===== config.mk =====
export PLATFORM = sky130hd
export DESIGN_NAME = fpc_flash_host
export DESIGN_NICKNAME = d
export VERILOG_FILES = /design/src/shared/fpc_pkg.sv /design/src/hdl/fpc_bus_cycle.sv /design/src/hdl/fpc_flash_host.sv
export SDC_FILE = /design/constraint.sdc
export NUM_CORES = 1
export LEC_CHECK = 0
export BUFFER_PORTS_ARGS = -buffer_cell sky130_fd_sc_hd__buf_2
export CAP_MARGIN = 20
export CORE_AREA = 5 5 127 129
export CTS_BUF_LIST = sky130_fd_sc_hd__clkbuf_8
export CTS_CLUSTER_SIZE = 8
export DETAILED_ROUTE_END_ITERATION = 12
export DIE_AREA = 0 0 132 134
export PLACE_DENSITY = 0.73
export SYNTH_ARGS = -nofsm -noshare
export SYNTH_HDL_FRONTEND = slang
export SYNTH_SLANG_ARGS = --single-unit

===== constraint.sdc =====
create_clock -name clock -period 3.3 [get_ports clock]
set_clock_uncertainty 0.15 [all_clocks]
set_input_delay 0.165 -clock clock [delete_from_list [all_inputs] [get_ports clock]]
set_output_delay 0.165 -clock clock [all_outputs]
set_load 0.02 [all_outputs]

===== src/shared/fpc_pkg.sv =====
// constants, command codes and timing counts shared by the flash host files
package fpc_pkg;
  localparam int ADDR_W = 22;
  localparam int DATA_W = 16;
  localparam int CLOCK_PERIOD_NS = 25;
  localparam int SYNC_STAGES = 2;

  // bus timing in ns; all are least times and round up
  localparam int T_SETUP_NS = 25;
  localparam int T_GLITCH_NS = 5;
  localparam int T_WRITE_PULSE_NS = 50;
  localparam int T_ACCESS_NS = 90;
  localparam int T_HOLD_NS = 25;
  localparam int T_RESET_PULSE_NS = 500;
  localparam int T_RESET_RECOVER_NS = 50;
  localparam int T_HV_SETTLE_NS = 4000;

  localparam int SETUP_CYC = (T_SETUP_NS + CLOCK_PERIOD_NS - 1) / CLOCK_PERIOD_NS;
  localparam int WRITE_CYC = (T_WRITE_PULSE_NS + CLOCK_PERIOD_NS - 1) / CLOCK_PERIOD_NS;
  localparam int GLITCH_CYC = (T_GLITCH_NS + CLOCK_PERIOD_NS - 1) / CLOCK_PERIOD_NS;
  // read strobe also covers the two synchroniser stages on the data pins
  localparam int READ_CYC = (T_ACCESS_NS + CLOCK_PERIOD_NS - 1) / CLOCK_PERIOD_NS + SYNC_STAGES;
  localparam int HOLD_CYC = (T_HOLD_NS + CLOCK_PERIOD_NS - 1) / CLOCK_PERIOD_NS;
  localparam int RESET_PULSE_CYC = (T_RESET_PULSE_NS + CLOCK_PERIOD_NS - 1) / CLOCK_PERIOD_NS;
  localparam int RESET_RECOVER_CYC =
    (T_RESET_RECOVER_NS + CLOCK_PERIOD_NS - 1) / CLOCK_PERIOD_NS;
  localparam int HV_SETTLE_CYC = (T_HV_SETTLE_NS + CLOCK_PERIOD_NS - 1) / CLOCK_PERIOD_NS;

  // address field and status bit positions
  localparam int BIT_A0 = 0;
  localparam int BIT_A1 = 1;
  localparam int BIT_A6 = 6;
  localparam int BIT_A9 = 9;
  localparam int FIRST_SECTOR_LSB = 15;
  localparam int GROUP_LSB = 16;
  localparam int PROTECTED_BIT = 0;
  localparam int LOCK_INDICATOR_BIT = 7;

  // unlock and command words
  localparam logic [ADDR_W-1:0] UNLOCK_ADDR_1 = 22'h000555;
  localparam logic [ADDR_W-1:0] UNLOCK_ADDR_2 = 22'h0002AA;
  localparam logic [DATA_W-1:0] UNLOCK_DATA_1 = 16'h00AA;
  localparam logic [DATA_W-1:0] UNLOCK_DATA_2 = 16'h0055;
  localparam logic [DATA_W-1:0] SEQ_ENTER_SECURED = 16'h0088;
  localparam logic [DATA_W-1:0] SEQ_AUTOSELECT = 16'h0090;
  localparam logic [DATA_W-1:0] SEQ_PROGRAM = 16'h00A0;
  localparam logic [DATA_W-1:0] SEQ_EXIT_SECURED = 16'h0000;

  typedef enum logic [3:0] {
    CMD_READ = 4'h0,
    CMD_PROGRAM = 4'h1,
    CMD_WRITE_RAW = 4'h2,
    CMD_ENTER_SECURED = 4'h3,
    CMD_EXIT_SECURED = 4'h4,
    CMD_READ_MFR_ID = 4'h5,
    CMD_READ_DEV_ID = 4'h6,
    CMD_VERIFY_PROTECT = 4'h7,
    CMD_HW_RESET = 4'h8,
    CMD_TEMP_UNPROTECT_ON = 4'h9,
    CMD_TEMP_UNPROTECT_OFF = 4'hA
  } fpc_cmd_t;
endpackage


===== src/hdl/fpc_bus_cycle.sv =====
// one timed read or write cycle on the asynchronous flash pins
module fpc_bus_cycle #(
  parameter int SETUP_CYC = fpc_pkg::SETUP_CYC,
  parameter int WRITE_CYC = fpc_pkg::WRITE_CYC,
  parameter int READ_CYC = fpc_pkg::READ_CYC,
  parameter int HOLD_CYC = fpc_pkg::HOLD_CYC
) (
  // clock and reset
  input wire logic clock,
  input wire logic reset,
  // cycle request
  input wire logic start,
  input wire logic abort,
  input wire logic in_write,
  input wire logic [fpc_pkg::ADDR_W-1:0] in_addr,
  input wire logic [fpc_pkg::DATA_W-1:0] in_data,
  output logic done,
  output logic [fpc_pkg::DATA_W-1:0] rdata,
  // flash pins
  output logic [fpc_pkg::ADDR_W-1:0] addr,
  input wire logic [fpc_pkg::DATA_W-1:0] dq_in,
  output logic [fpc_pkg::DATA_W-1:0] dq_out,
  output logic dq_oe,
  output logic ce_n,
  output logic oe_n,
  output logic we_n
);
  localparam int CNT_W = 4;
  if (SETUP_CYC < 1 || WRITE_CYC <= fpc_pkg::GLITCH_CYC || READ_CYC < 1 || HOLD_CYC < 1 ||
      SETUP_CYC > 15 || WRITE_CYC > 15 || READ_CYC > 15 || HOLD_CYC > 15) begin : g_chk
    $error("fpc_bus_cycle: phase counts out of range");
  end

  typedef enum logic [3:0] {
    CY_IDLE = 4'h1, CY_SETUP = 4'h2, CY_STROBE = 4'h4, CY_HOLD = 4'h8
  } fpc_cy_state_t;

  fpc_cy_state_t state, next_state;
  logic [CNT_W-1:0] cnt, next_cnt;
  logic wr, next_wr;
  logic next_done, next_dq_oe, next_ce_n, next_oe_n, next_we_n;
  logic [fpc_pkg::ADDR_W-1:0] next_addr;
  logic [fpc_pkg::DATA_W-1:0] next_dq_out, next_rdata, dq_meta, dq_sync;

  always_comb begin
    next_state = state;
    next_cnt = cnt;
    next_wr = wr;
    next_addr = addr;
    next_dq_out = dq_out;
    next_dq_oe = dq_oe;
    next_ce_n = ce_n;
    next_oe_n = oe_n;
    next_we_n = we_n;
    next_rdata = rdata;
    next_done = 1'b0;
    case (state)
      CY_IDLE: begin
        // address is set here and held until the next start
        if (start) begin
          next_addr = in_addr;
          next_dq_out = in_data;
          next_dq_oe = in_write;
          next_wr = in_write;
          next_cnt = CNT_W'(SETUP_CYC - 1);
          next_state = CY_SETUP;
        end
      end
      CY_SETUP: begin
        if (cnt == '0) begin
          next_ce_n = 1'b0;
          next_we_n = ~wr;
          next_oe_n = wr; // output gate stays high for writes
          next_cnt = wr ? CNT_W'(WRITE_CYC - 1) : CNT_W'(READ_CYC - 1);
          next_state = CY_STROBE;
        end else begin
          next_cnt = cnt - 1'b1;
        end
      end
      CY_STROBE: begin
        if (cnt == '0) begin
          if (!wr) begin
            next_rdata = dq_sync;
          end
          next_ce_n = 1'b1;
          next_oe_n = 1'b1;
          next_we_n = 1'b1;
          next_cnt = CNT_W'(HOLD_CYC - 1);
          next_state = CY_HOLD;
        end else begin
          next_cnt = cnt - 1'b1;
        end
      end
      CY_HOLD: begin
        // data stays driven past the rising strobe edge
        if (cnt == '0) begin
          next_dq_oe = 1'b0;
          next_done = 1'b1;
          next_state = CY_IDLE;
        end else begin
          next_cnt = cnt - 1'b1;
        end
      end
      default: next_state = CY_IDLE;
    endcase
    if (abort) begin
      next_state = CY_IDLE;
      next_ce_n = 1'b1;
      next_oe_n = 1'b1;
      next_we_n = 1'b1;
      next_dq_oe = 1'b0;
      next_done = 1'b0;
    end
  end

  always_ff @(posedge clock) begin
    if (reset) begin
      state <= CY_IDLE;
      cnt <= '0;
      wr <= 1'b0;
      addr <= '0;
      dq_out <= '0;
      dq_oe <= 1'b0;
      ce_n <= 1'b1;
      oe_n <= 1'b1;
      we_n <= 1'b1;
      rdata <= '0;
      done <= 1'b0;
      dq_meta <= '0;
      dq_sync <= '0;
    end else begin
      state <= next_state;
      cnt <= next_cnt;
      wr <= next_wr;
      addr <= next_addr;
      dq_out <= next_dq_out;
      dq_oe <= next_dq_oe;
      ce_n <= next_ce_n;
      oe_n <= next_oe_n;
      we_n <= next_we_n;
      rdata <= next_rdata;
      done <= next_done;
      dq_meta <= dq_in;
      dq_sync <= dq_meta;
    end
  end
endmodule


===== src/hdl/fpc_flash_host.sv =====
// host controller that drives the parallel flash pins for id, protect and secured sector
// What this block does
// - high-voltage A9 reads maker or part code
// - high-voltage A9 with A1 reads group protection
// - host exits secured mode before main-array reads and programs, not raw writes
// - host keeps control pins inactive near lockout
module fpc_flash_host #(
  parameter int HV_SETTLE_CYC = fpc_pkg::HV_SETTLE_CYC,
  parameter int RESET_PULSE_CYC = fpc_pkg::RESET_PULSE_CYC,
  parameter int RESET_RECOVER_CYC = fpc_pkg::RESET_RECOVER_CYC
) (
  // clock and reset
  input wire logic clock,
  input wire logic reset,
  // command request
  input wire logic cmd_valid,
  output logic cmd_ready,
  input fpc_pkg::fpc_cmd_t cmd_code,
  input wire logic [fpc_pkg::ADDR_W-1:0] cmd_addr,
  input wire logic [fpc_pkg::DATA_W-1:0] cmd_data,
  // response and status
  output logic rsp_valid,
  output logic [fpc_pkg::DATA_W-1:0] rsp_data,
  output logic rsp_protected,
  output logic secured_mode,
  output logic temp_unprotect,
  // supply monitor
  input wire logic supply_lockout,
  // flash pins
  output logic [fpc_pkg::ADDR_W-1:0] flash_addr,
  input wire logic [fpc_pkg::DATA_W-1:0] flash_dq_in,
  output logic [fpc_pkg::DATA_W-1:0] flash_dq_out,
  output logic flash_dq_oe,
  output logic flash_ce_n,
  output logic flash_oe_n,
  output logic flash_we_n,
  output logic flash_reset_n,
  output logic flash_reset_hv,
  output logic flash_a9_hv
);
  localparam int TIMER_W = 8;
  if (HV_SETTLE_CYC < 1 || HV_SETTLE_CYC > 255 || RESET_PULSE_CYC < 8 ||
      RESET_PULSE_CYC > 255 || RESET_RECOVER_CYC < 1 || RESET_RECOVER_CYC > 255) begin : g_chk
    $error("fpc_flash_host: timer counts out of range");
  end

  typedef enum logic [5:0] {
    ST_IDLE = 6'h01, ST_SETTLE = 6'h02, ST_ISSUE = 6'h04,
    ST_WAIT = 6'h08, ST_RST_LOW = 6'h10, ST_RST_RECOVER = 6'h20
  } fpc_state_t;

  typedef struct packed {
    logic wr;
    logic last;
    logic [fpc_pkg::ADDR_W-1:0] addr;
    logic [fpc_pkg::DATA_W-1:0] data;
  } fpc_step_t;

  // bus cycle list of each command
  function automatic fpc_step_t step_of(input fpc_pkg::fpc_cmd_t c, input logic [2:0] s,
      input logic [fpc_pkg::ADDR_W-1:0] a, input logic [fpc_pkg::DATA_W-1:0] d);
    fpc_step_t r;
    logic [fpc_pkg::ADDR_W-1:0] id_addr;
    r.wr = 1'b1;
    r.last = 1'b0;
    r.addr = fpc_pkg::UNLOCK_ADDR_1;
    r.data = fpc_pkg::UNLOCK_DATA_1;
    // A6, A1 and A0 low select the maker code
    id_addr = '0;
    id_addr[fpc_pkg::BIT_A9] = 1'b1;
    if (s == 3'h1) begin
      r.addr = fpc_pkg::UNLOCK_ADDR_2;
      r.data = fpc_pkg::UNLOCK_DATA_2;
    end else if (s == 3'h2) begin
      r.data = (c == fpc_pkg::CMD_ENTER_SECURED) ? fpc_pkg::SEQ_ENTER_SECURED :
               (c == fpc_pkg::CMD_PROGRAM) ? fpc_pkg::SEQ_PROGRAM : fpc_pkg::SEQ_AUTOSELECT;
    end
    case (c)
      fpc_pkg::CMD_ENTER_SECURED: r.last = (s == 3'h2);
      fpc_pkg::CMD_EXIT_SECURED: begin
        if (s == 3'h3) begin
          r.addr = '0;
          r.data = fpc_pkg::SEQ_EXIT_SECURED;
          r.last = 1'b1;
        end
      end
      fpc_pkg::CMD_PROGRAM: begin
        if (s == 3'h3) begin
          r.addr = a;
          r.data = d;
          r.last = 1'b1;
        end
      end
      fpc_pkg::CMD_WRITE_RAW: begin
        r.addr = a;
        r.data = d;
        r.last = 1'b1;
      end
      fpc_pkg::CMD_READ: begin
        r.wr = 1'b0;
        r.addr = a;
        r.last = 1'b1;
      end
      fpc_pkg::CMD_READ_MFR_ID, fpc_pkg::CMD_READ_DEV_ID: begin
        id_addr[fpc_pkg::BIT_A0] = (c == fpc_pkg::CMD_READ_DEV_ID);
        r.wr = 1'b0;
        r.addr = id_addr;
        r.last = 1'b1;
      end
      fpc_pkg::CMD_VERIFY_PROTECT: begin
        // A1 high, A0 and A6 low, group on the upper bits
        id_addr[fpc_pkg::BIT_A1] = 1'b1;
        id_addr[fpc_pkg::ADDR_W-1:fpc_pkg::GROUP_LSB] = a[fpc_pkg::ADDR_W-1:fpc_pkg::GROUP_LSB];
        r.wr = 1'b0;
        r.addr = id_addr;
        r.last = 1'b1;
      end
      default: r.last = 1'b1;
    endcase
    return r;
  endfunction

  fpc_state_t state, next_state;
  fpc_pkg::fpc_cmd_t cmd, next_cmd;
  logic [fpc_pkg::ADDR_W-1:0] addr, next_addr;
  logic [fpc_pkg::DATA_W-1:0] data, next_data, next_rsp_data, cyc_rdata;
  logic [2:0] step, next_step;
  logic [TIMER_W-1:0] timer, next_timer;
  logic exiting, next_exiting, next_secured_mode, next_temp_unprotect;
  logic a9_hv, next_a9_hv, reset_n, next_reset_n, next_rsp_valid, next_rsp_protected;
  logic lk_meta, lk_sync, cyc_start, cyc_done, needs_exit;
  fpc_step_t cur;

  assign cur = step_of(exiting ? fpc_pkg::CMD_EXIT_SECURED : cmd, step, addr, data);
  assign cmd_ready = (state == ST_IDLE) && !lk_sync && !reset;
  // main-array read or program while the secured sector is mapped goes out behind an exit; raw writes do not
  assign needs_exit = secured_mode &&
    (cmd_code == fpc_pkg::CMD_READ || cmd_code == fpc_pkg::CMD_PROGRAM) &&
    (cmd_addr[fpc_pkg::ADDR_W-1:fpc_pkg::FIRST_SECTOR_LSB] != '0);
  assign flash_reset_n = reset_n;
  assign flash_reset_hv = temp_unprotect;
  assign flash_a9_hv = a9_hv;

  always_comb begin
    next_state = state;
    next_cmd = cmd;
    next_addr = addr;
    next_data = data;
    next_step = step;
    next_timer = timer;
    next_exiting = exiting;
    next_secured_mode = secured_mode;
    next_temp_unprotect = temp_unprotect;
    next_a9_hv = a9_hv;
    next_reset_n = reset_n;
    next_rsp_valid = 1'b0;
    next_rsp_data = rsp_data;
    next_rsp_protected = rsp_protected;
    cyc_start = 1'b0;
    case (state)
      ST_IDLE: begin
        if (cmd_valid && cmd_ready) begin
          next_cmd = cmd_code;
          next_addr = cmd_addr;
          next_data = cmd_data;
          next_step = 3'h0;
          next_exiting = needs_exit;
          next_timer = TIMER_W'(HV_SETTLE_CYC - 1);
          next_state = ST_SETTLE;
          case (cmd_code)
            fpc_pkg::CMD_HW_RESET: begin
              next_reset_n = 1'b0;
              next_temp_unprotect = 1'b0;
              next_timer = TIMER_W'(RESET_PULSE_CYC - 1);
              next_state = ST_RST_LOW;
            end
            fpc_pkg::CMD_TEMP_UNPROTECT_ON: next_temp_unprotect = 1'b1;
            fpc_pkg::CMD_TEMP_UNPROTECT_OFF: next_temp_unprotect = 1'b0;
            fpc_pkg::CMD_READ_MFR_ID, fpc_pkg::CMD_READ_DEV_ID,
            fpc_pkg::CMD_VERIFY_PROTECT: next_a9_hv = 1'b1;
            default: next_state = ST_ISSUE;
          endcase
        end
      end
      ST_SETTLE: begin
        if (timer != '0) begin
          next_timer = timer - 1'b1;
        end else if (a9_hv) begin
          next_state = ST_ISSUE;
        end else begin
          next_rsp_valid = 1'b1;
          next_state = ST_IDLE;
        end
      end
      ST_ISSUE: begin
        cyc_start = 1'b1;
        next_state = ST_WAIT;
      end
      ST_WAIT: begin
        if (cyc_done) begin
          next_state = ST_ISSUE;
          if (!cur.last) begin
            next_step = step + 3'h1;
          end else if (exiting) begin
            next_exiting = 1'b0;
            next_secured_mode = 1'b0;
            next_step = 3'h0;
          end else begin
            if (!cur.wr) begin
              next_rsp_data = cyc_rdata;
              next_rsp_protected = cyc_rdata[fpc_pkg::PROTECTED_BIT];
            end
            if (cmd == fpc_pkg::CMD_ENTER_SECURED) begin
              next_secured_mode = 1'b1;
            end else if (cmd == fpc_pkg::CMD_EXIT_SECURED) begin
              next_secured_mode = 1'b0;
            end
            next_a9_hv = 1'b0;
            next_rsp_valid = 1'b1;
            next_state = ST_IDLE;
          end
        end
      end
      ST_RST_LOW: begin
        next_secured_mode = 1'b0;
        if (timer != '0) begin
          next_timer = timer - 1'b1;
        end else begin
          next_reset_n = 1'b1;
          next_timer = TIMER_W'(RESET_RECOVER_CYC - 1);
          next_state = ST_RST_RECOVER;
        end
      end
      ST_RST_RECOVER: begin
        if (timer != '0) begin
          next_timer = timer - 1'b1;
        end else begin
          next_rsp_valid = 1'b1;
          next_state = ST_IDLE;
        end
      end
      default: next_state = ST_IDLE;
    endcase
    // supply lockout drops everything and keeps the pins quiet
    if (lk_sync) begin
      next_state = ST_IDLE;
      next_exiting = 1'b0;
      next_secured_mode = 1'b0;
      next_temp_unprotect = 1'b0;
      next_a9_hv = 1'b0;
      next_reset_n = 1'b1;
      next_rsp_valid = 1'b0;
      cyc_start = 1'b0;
    end
  end

  // reset values keep every strobe high at power-up
  always_ff @(posedge clock) begin
    if (reset) begin
      state <= ST_IDLE;
      cmd <= fpc_pkg::CMD_READ;
      addr <= '0;
      data <= '0;
      step <= 3'h0;
      timer <= '0;
      exiting <= 1'b0;
      secured_mode <= 1'b0;
      temp_unprotect <= 1'b0;
      a9_hv <= 1'b0;
      reset_n <= 1'b1;
      rsp_valid <= 1'b0;
      rsp_data <= '0;
      rsp_protected <= 1'b0;
      lk_meta <= 1'b0;
      lk_sync <= 1'b0;
    end else begin
      state <= next_state;
      cmd <= next_cmd;
      addr <= next_addr;
      data <= next_data;
      step <= next_step;
      timer <= next_timer;
      exiting <= next_exiting;
      secured_mode <= next_secured_mode;
      temp_unprotect <= next_temp_unprotect;
      a9_hv <= next_a9_hv;
      reset_n <= next_reset_n;
      rsp_valid <= next_rsp_valid;
      rsp_data <= next_rsp_data;
      rsp_protected <= next_rsp_protected;
      lk_meta <= supply_lockout;
      lk_sync <= lk_meta;
    end
  end

  fpc_bus_cycle u_cycle (
    .clock(clock),
    .reset(reset),
    .start(cyc_start),
    .abort(lk_sync),
    .in_write(cur.wr),
    .in_addr(cur.addr),
    .in_data(cur.data),
    .done(cyc_done),
    .rdata(cyc_rdata),
    .addr(flash_addr),
    .dq_in(flash_dq_in),
    .dq_out(flash_dq_out),
    .dq_oe(flash_dq_oe),
    .ce_n(flash_ce_n),
    .oe_n(flash_oe_n),
    .we_n(flash_we_n)
  );
endmodule


==> results_dict.tcl <==
set metrics [dict create \
    worstPathRequired_ns 3.49 \
    max_freq_mhz 366.8 \
    postPlaceCellArea_sq_um 8344 \
    period_needed_ns 2.726 \
    synth-seq-cells 183 \
    rsz0062_at_grt "false" \
    routed-wl-met2_microns 8729 \
    drive_above_1_share_pct 18.41 \
    vias_per_cell 5.392 \
    finalMaxSlewViolations 0 \
    setup_violations 0 \
    ir_drop_v 0.0004158 \
    ys_types 70 \
    worst-setup-path-type "register to register" \
    clock_latency_ns 0.47 \
    async_reset_ff_share_pct 0 \
    syn_area_sq_um 7640 \
    cts_resized 0 \
    setup_ws_ns 0.5738 \
    cts_max_level 4 \
    antenna_found_initial 0 \
    p_leak_nw 3.815 \
    synthTopCellsByArea "dfxtp_1 (48%), nand2_1 (6.7%), a21oi_1 (6.6%)" \
    min_path_type "input port to register" \
    yosysWarnings 0 \
    synth-edff-count 0 \
    synthesis.nets 964 \
    drtIter0Drc 467 \
    timing.max_cap.violations 0 \
    top_layer_used "met4" \
    grt_pass1_wl_microns 30640 \
    dp_hpwl_microns 12090 \
    gp_congestion 0.8682 \
    gr-total-overflow 0 \
    portBuffers 127 \
    routed-wl-met3_microns 951 \
    wl_met1_microns 8389 \
    stdcell_area_sq_um 9465 \
    synthesis.instances 895 \
    antenna-diode-count 0 \
    yosysSeqAreaShare_pct 47.95 \
    routedWlPerCell_microns 14.71 \
    fin_nets 1126 \
    ios 128 \
    row_count 45 \
    core_area_sq_um 14920 \
    cts-root-buf "clkbuf_8" \
    power.total_mw 4.597 \
    cts_tree "built" \
    status "finished, final reports clean" \
    ys.flop_type "dfxtp_1" \
    grtUsageTotal_pct 20.60 \
    routed-via-count 6783 \
    clk_pin_slew_worst_paths_ns 0.11 \
    cts_setup_buffers 0 \
    syn_avg_cell_area_sq_um 8.536 \
    ant_nets 0 \
    arrival_ns 2.92 \
    setup_tns_ns 0 \
    grt_max_degree 81 \
    synthMostInstantiatedCell "dfxtp_1" \
    crit_chain "inv_1 -> ha_1 -> nor3b_2 -> nand2_1 -> or4_1 -> mux2i_1 -> nor2_1" \
    critical_path.max_fanout 16 \
    finalWirelength_microns 18500 \
    pwr_density_cell_nw_per_um2 485.7 \
    cp-start-kind "register" \
    max_slew.worst_pin.slew_ns 0.8812 \
    hold_slack_ns 0.04921 \
    synth_top_area_cell "dfxtp_1" \
    finalCritPeriodShare_pct 82.61 \
    area_delta_synth_final_pct 23.89 \
    dieArea_sq_um 17690 \
    drc 0 \
    synth_top_area_share_pct 47.95 \
    fp.dieH_microns 134 \
    netlist_top_cells_count "dfxtp_1 (183), nand2_1 (136), a21oi_1 (101)" \
    numCtsBuffers 17 \
    grt_pass1_vias 6080 \
    firstDrtPassIters 5 \
    hold_violations 0 \
    max_slew_margin_pct 41.26 \
    start_util_pct 51.20 \
    place_ws_ns 0.5973 \
    die_w_microns 132 \
    worst_path_max_delay_cell "or4_1" \
    cts_buffer_depth 2 \
    clock-sinks 183 \
    critPathMaxStageDelay_ns 0.84 \
    crit_path_end_kind "register" \
]
area by class of cell:
type                            instances  area, sq um
Fill cell                            1205         5455
Sequential cell                       183         3664
Multi-Input combinational cell        627         3650
Timing Repair Buffer                  204         1386
Tap cell                              188        235.2
Clock buffer                           17        234.0
Clock inverter                         15        206.4
Inverter                               24        90.09
worst max-delay path, delay by kind of cell, from the launching register on:
kind	cells	cell delay, ns
buf+inv	1	0.13
mux	1	0.30
simple gates	4	1.50
fa+ha+maj	1	0.17
flops	1	0.33
logic make-up (layout without fill, tap and decap cells):
| logic type | count (synthesis) | count (layout) | share of synthesized area (%) |
|---|---|---|---|
| AND/OR/NAND/NOR | 373 | 373 | 25.55 |
| adder cells (fa/ha/maj) | 7 | 7 | 1.146 |
| XOR/XNOR | 7 | 7 | 0.8025 |
| flip-flops | 183 | 183 | 47.95 |
| buffers and inverters | 85 | 260 | 4.373 |
| AO/OA/AOI/OAI | 221 | 221 | 17.67 |
| multiplexers | 19 | 19 | 2.506 |
metrics by stage:
step,util (%),instances
global placement,55.92,1158
floorplan,-,895
finish,63.44,1258
detailed placement,55.92,1158
global route,63.44,1258
CTS,63.44,1258
layout by cell type, fill, tap and decap left out, types with 4 or more instances in the layout:
master,count
nor4_1,8
a31oi_1,6
inv_1,24
or4b_1,4
or3_1,8
or4_1,5
a22oi_1,7
nand2_1,136
nor2_1,56
dfxtp_1,183
nand2b_1,21
xor2_1,6
dlygate4sd3_1,68
buf_4,10
nor3b_1,5
nand3b_1,21
clkbuf_8,17
o21bai_1,6
o211ai_1,5
o21ai_0,45
or2_2,6
nor3_1,12
mux2i_1,18
clkinv_8,6
nor2b_1,41
ha_1,7
buf_2,126
o22ai_1,4
a211oi_1,6
nand3_1,23
a21o_1,5
o32ai_1,4
or3b_2,5
a21oi_1,101
sequential cells by signal, indices dropped and copies added (netlist names), 3 cells and up:
name             flops
u_cycle.cnt          4
u_cycle.rdata       16
u_cycle.addr        22
u_cycle.dq_out      16
cmd                  4
data                16
u_cycle.dq_meta     16
timer                8
u_cycle.state        4
u_cycle.dq_sync     16
step                 3
rsp_data            16
state                6
addr                22
repair_timing:
| item | CTS | global route |
|---|---|---|
| hold endpoints to repair | 70 | 0 |
| setup endpoints to repair | 0 | 0 |
| hold buffers | 68 | 0 |
report_power, final:
| group | total (mW) | switching (mW) | internal [mW] | leakage, nW |
|---|---|---|---|---|
| Clock | 1.57 | 0.965 | 0.607 | 0.217 |
| Sequential | 2.37 | 0.0750 | 2.29 | 1.49 |
| Combinational | 0.657 | 0.372 | 0.284 | 2.11 |
final timing paths:
check	startpoint	endpoint	slack, ns	cells past startpoint
worst max-delay path	u_cycle.cnt[0]	u_cycle.rdata[3]	0.57	7
worst min-delay path	cmd_valid	state[0]	0.05	3
worst max register to register	u_cycle.cnt[0]	u_cycle.rdata[3]	0.57	7
worst min register to register	u_cycle.dq_meta[14]	u_cycle.dq_sync[14]	0.29	1
metal layers:
metal / up-vias / global-route usage [%]
li1: 3439 / -
met1: 3108 / 27.28
met2: 204 / 33.52
met3: 32 / 4.801
met4: 0 / 6.457
met5: - / 0
No activity file was read; power rests on OpenSTA's default activity.
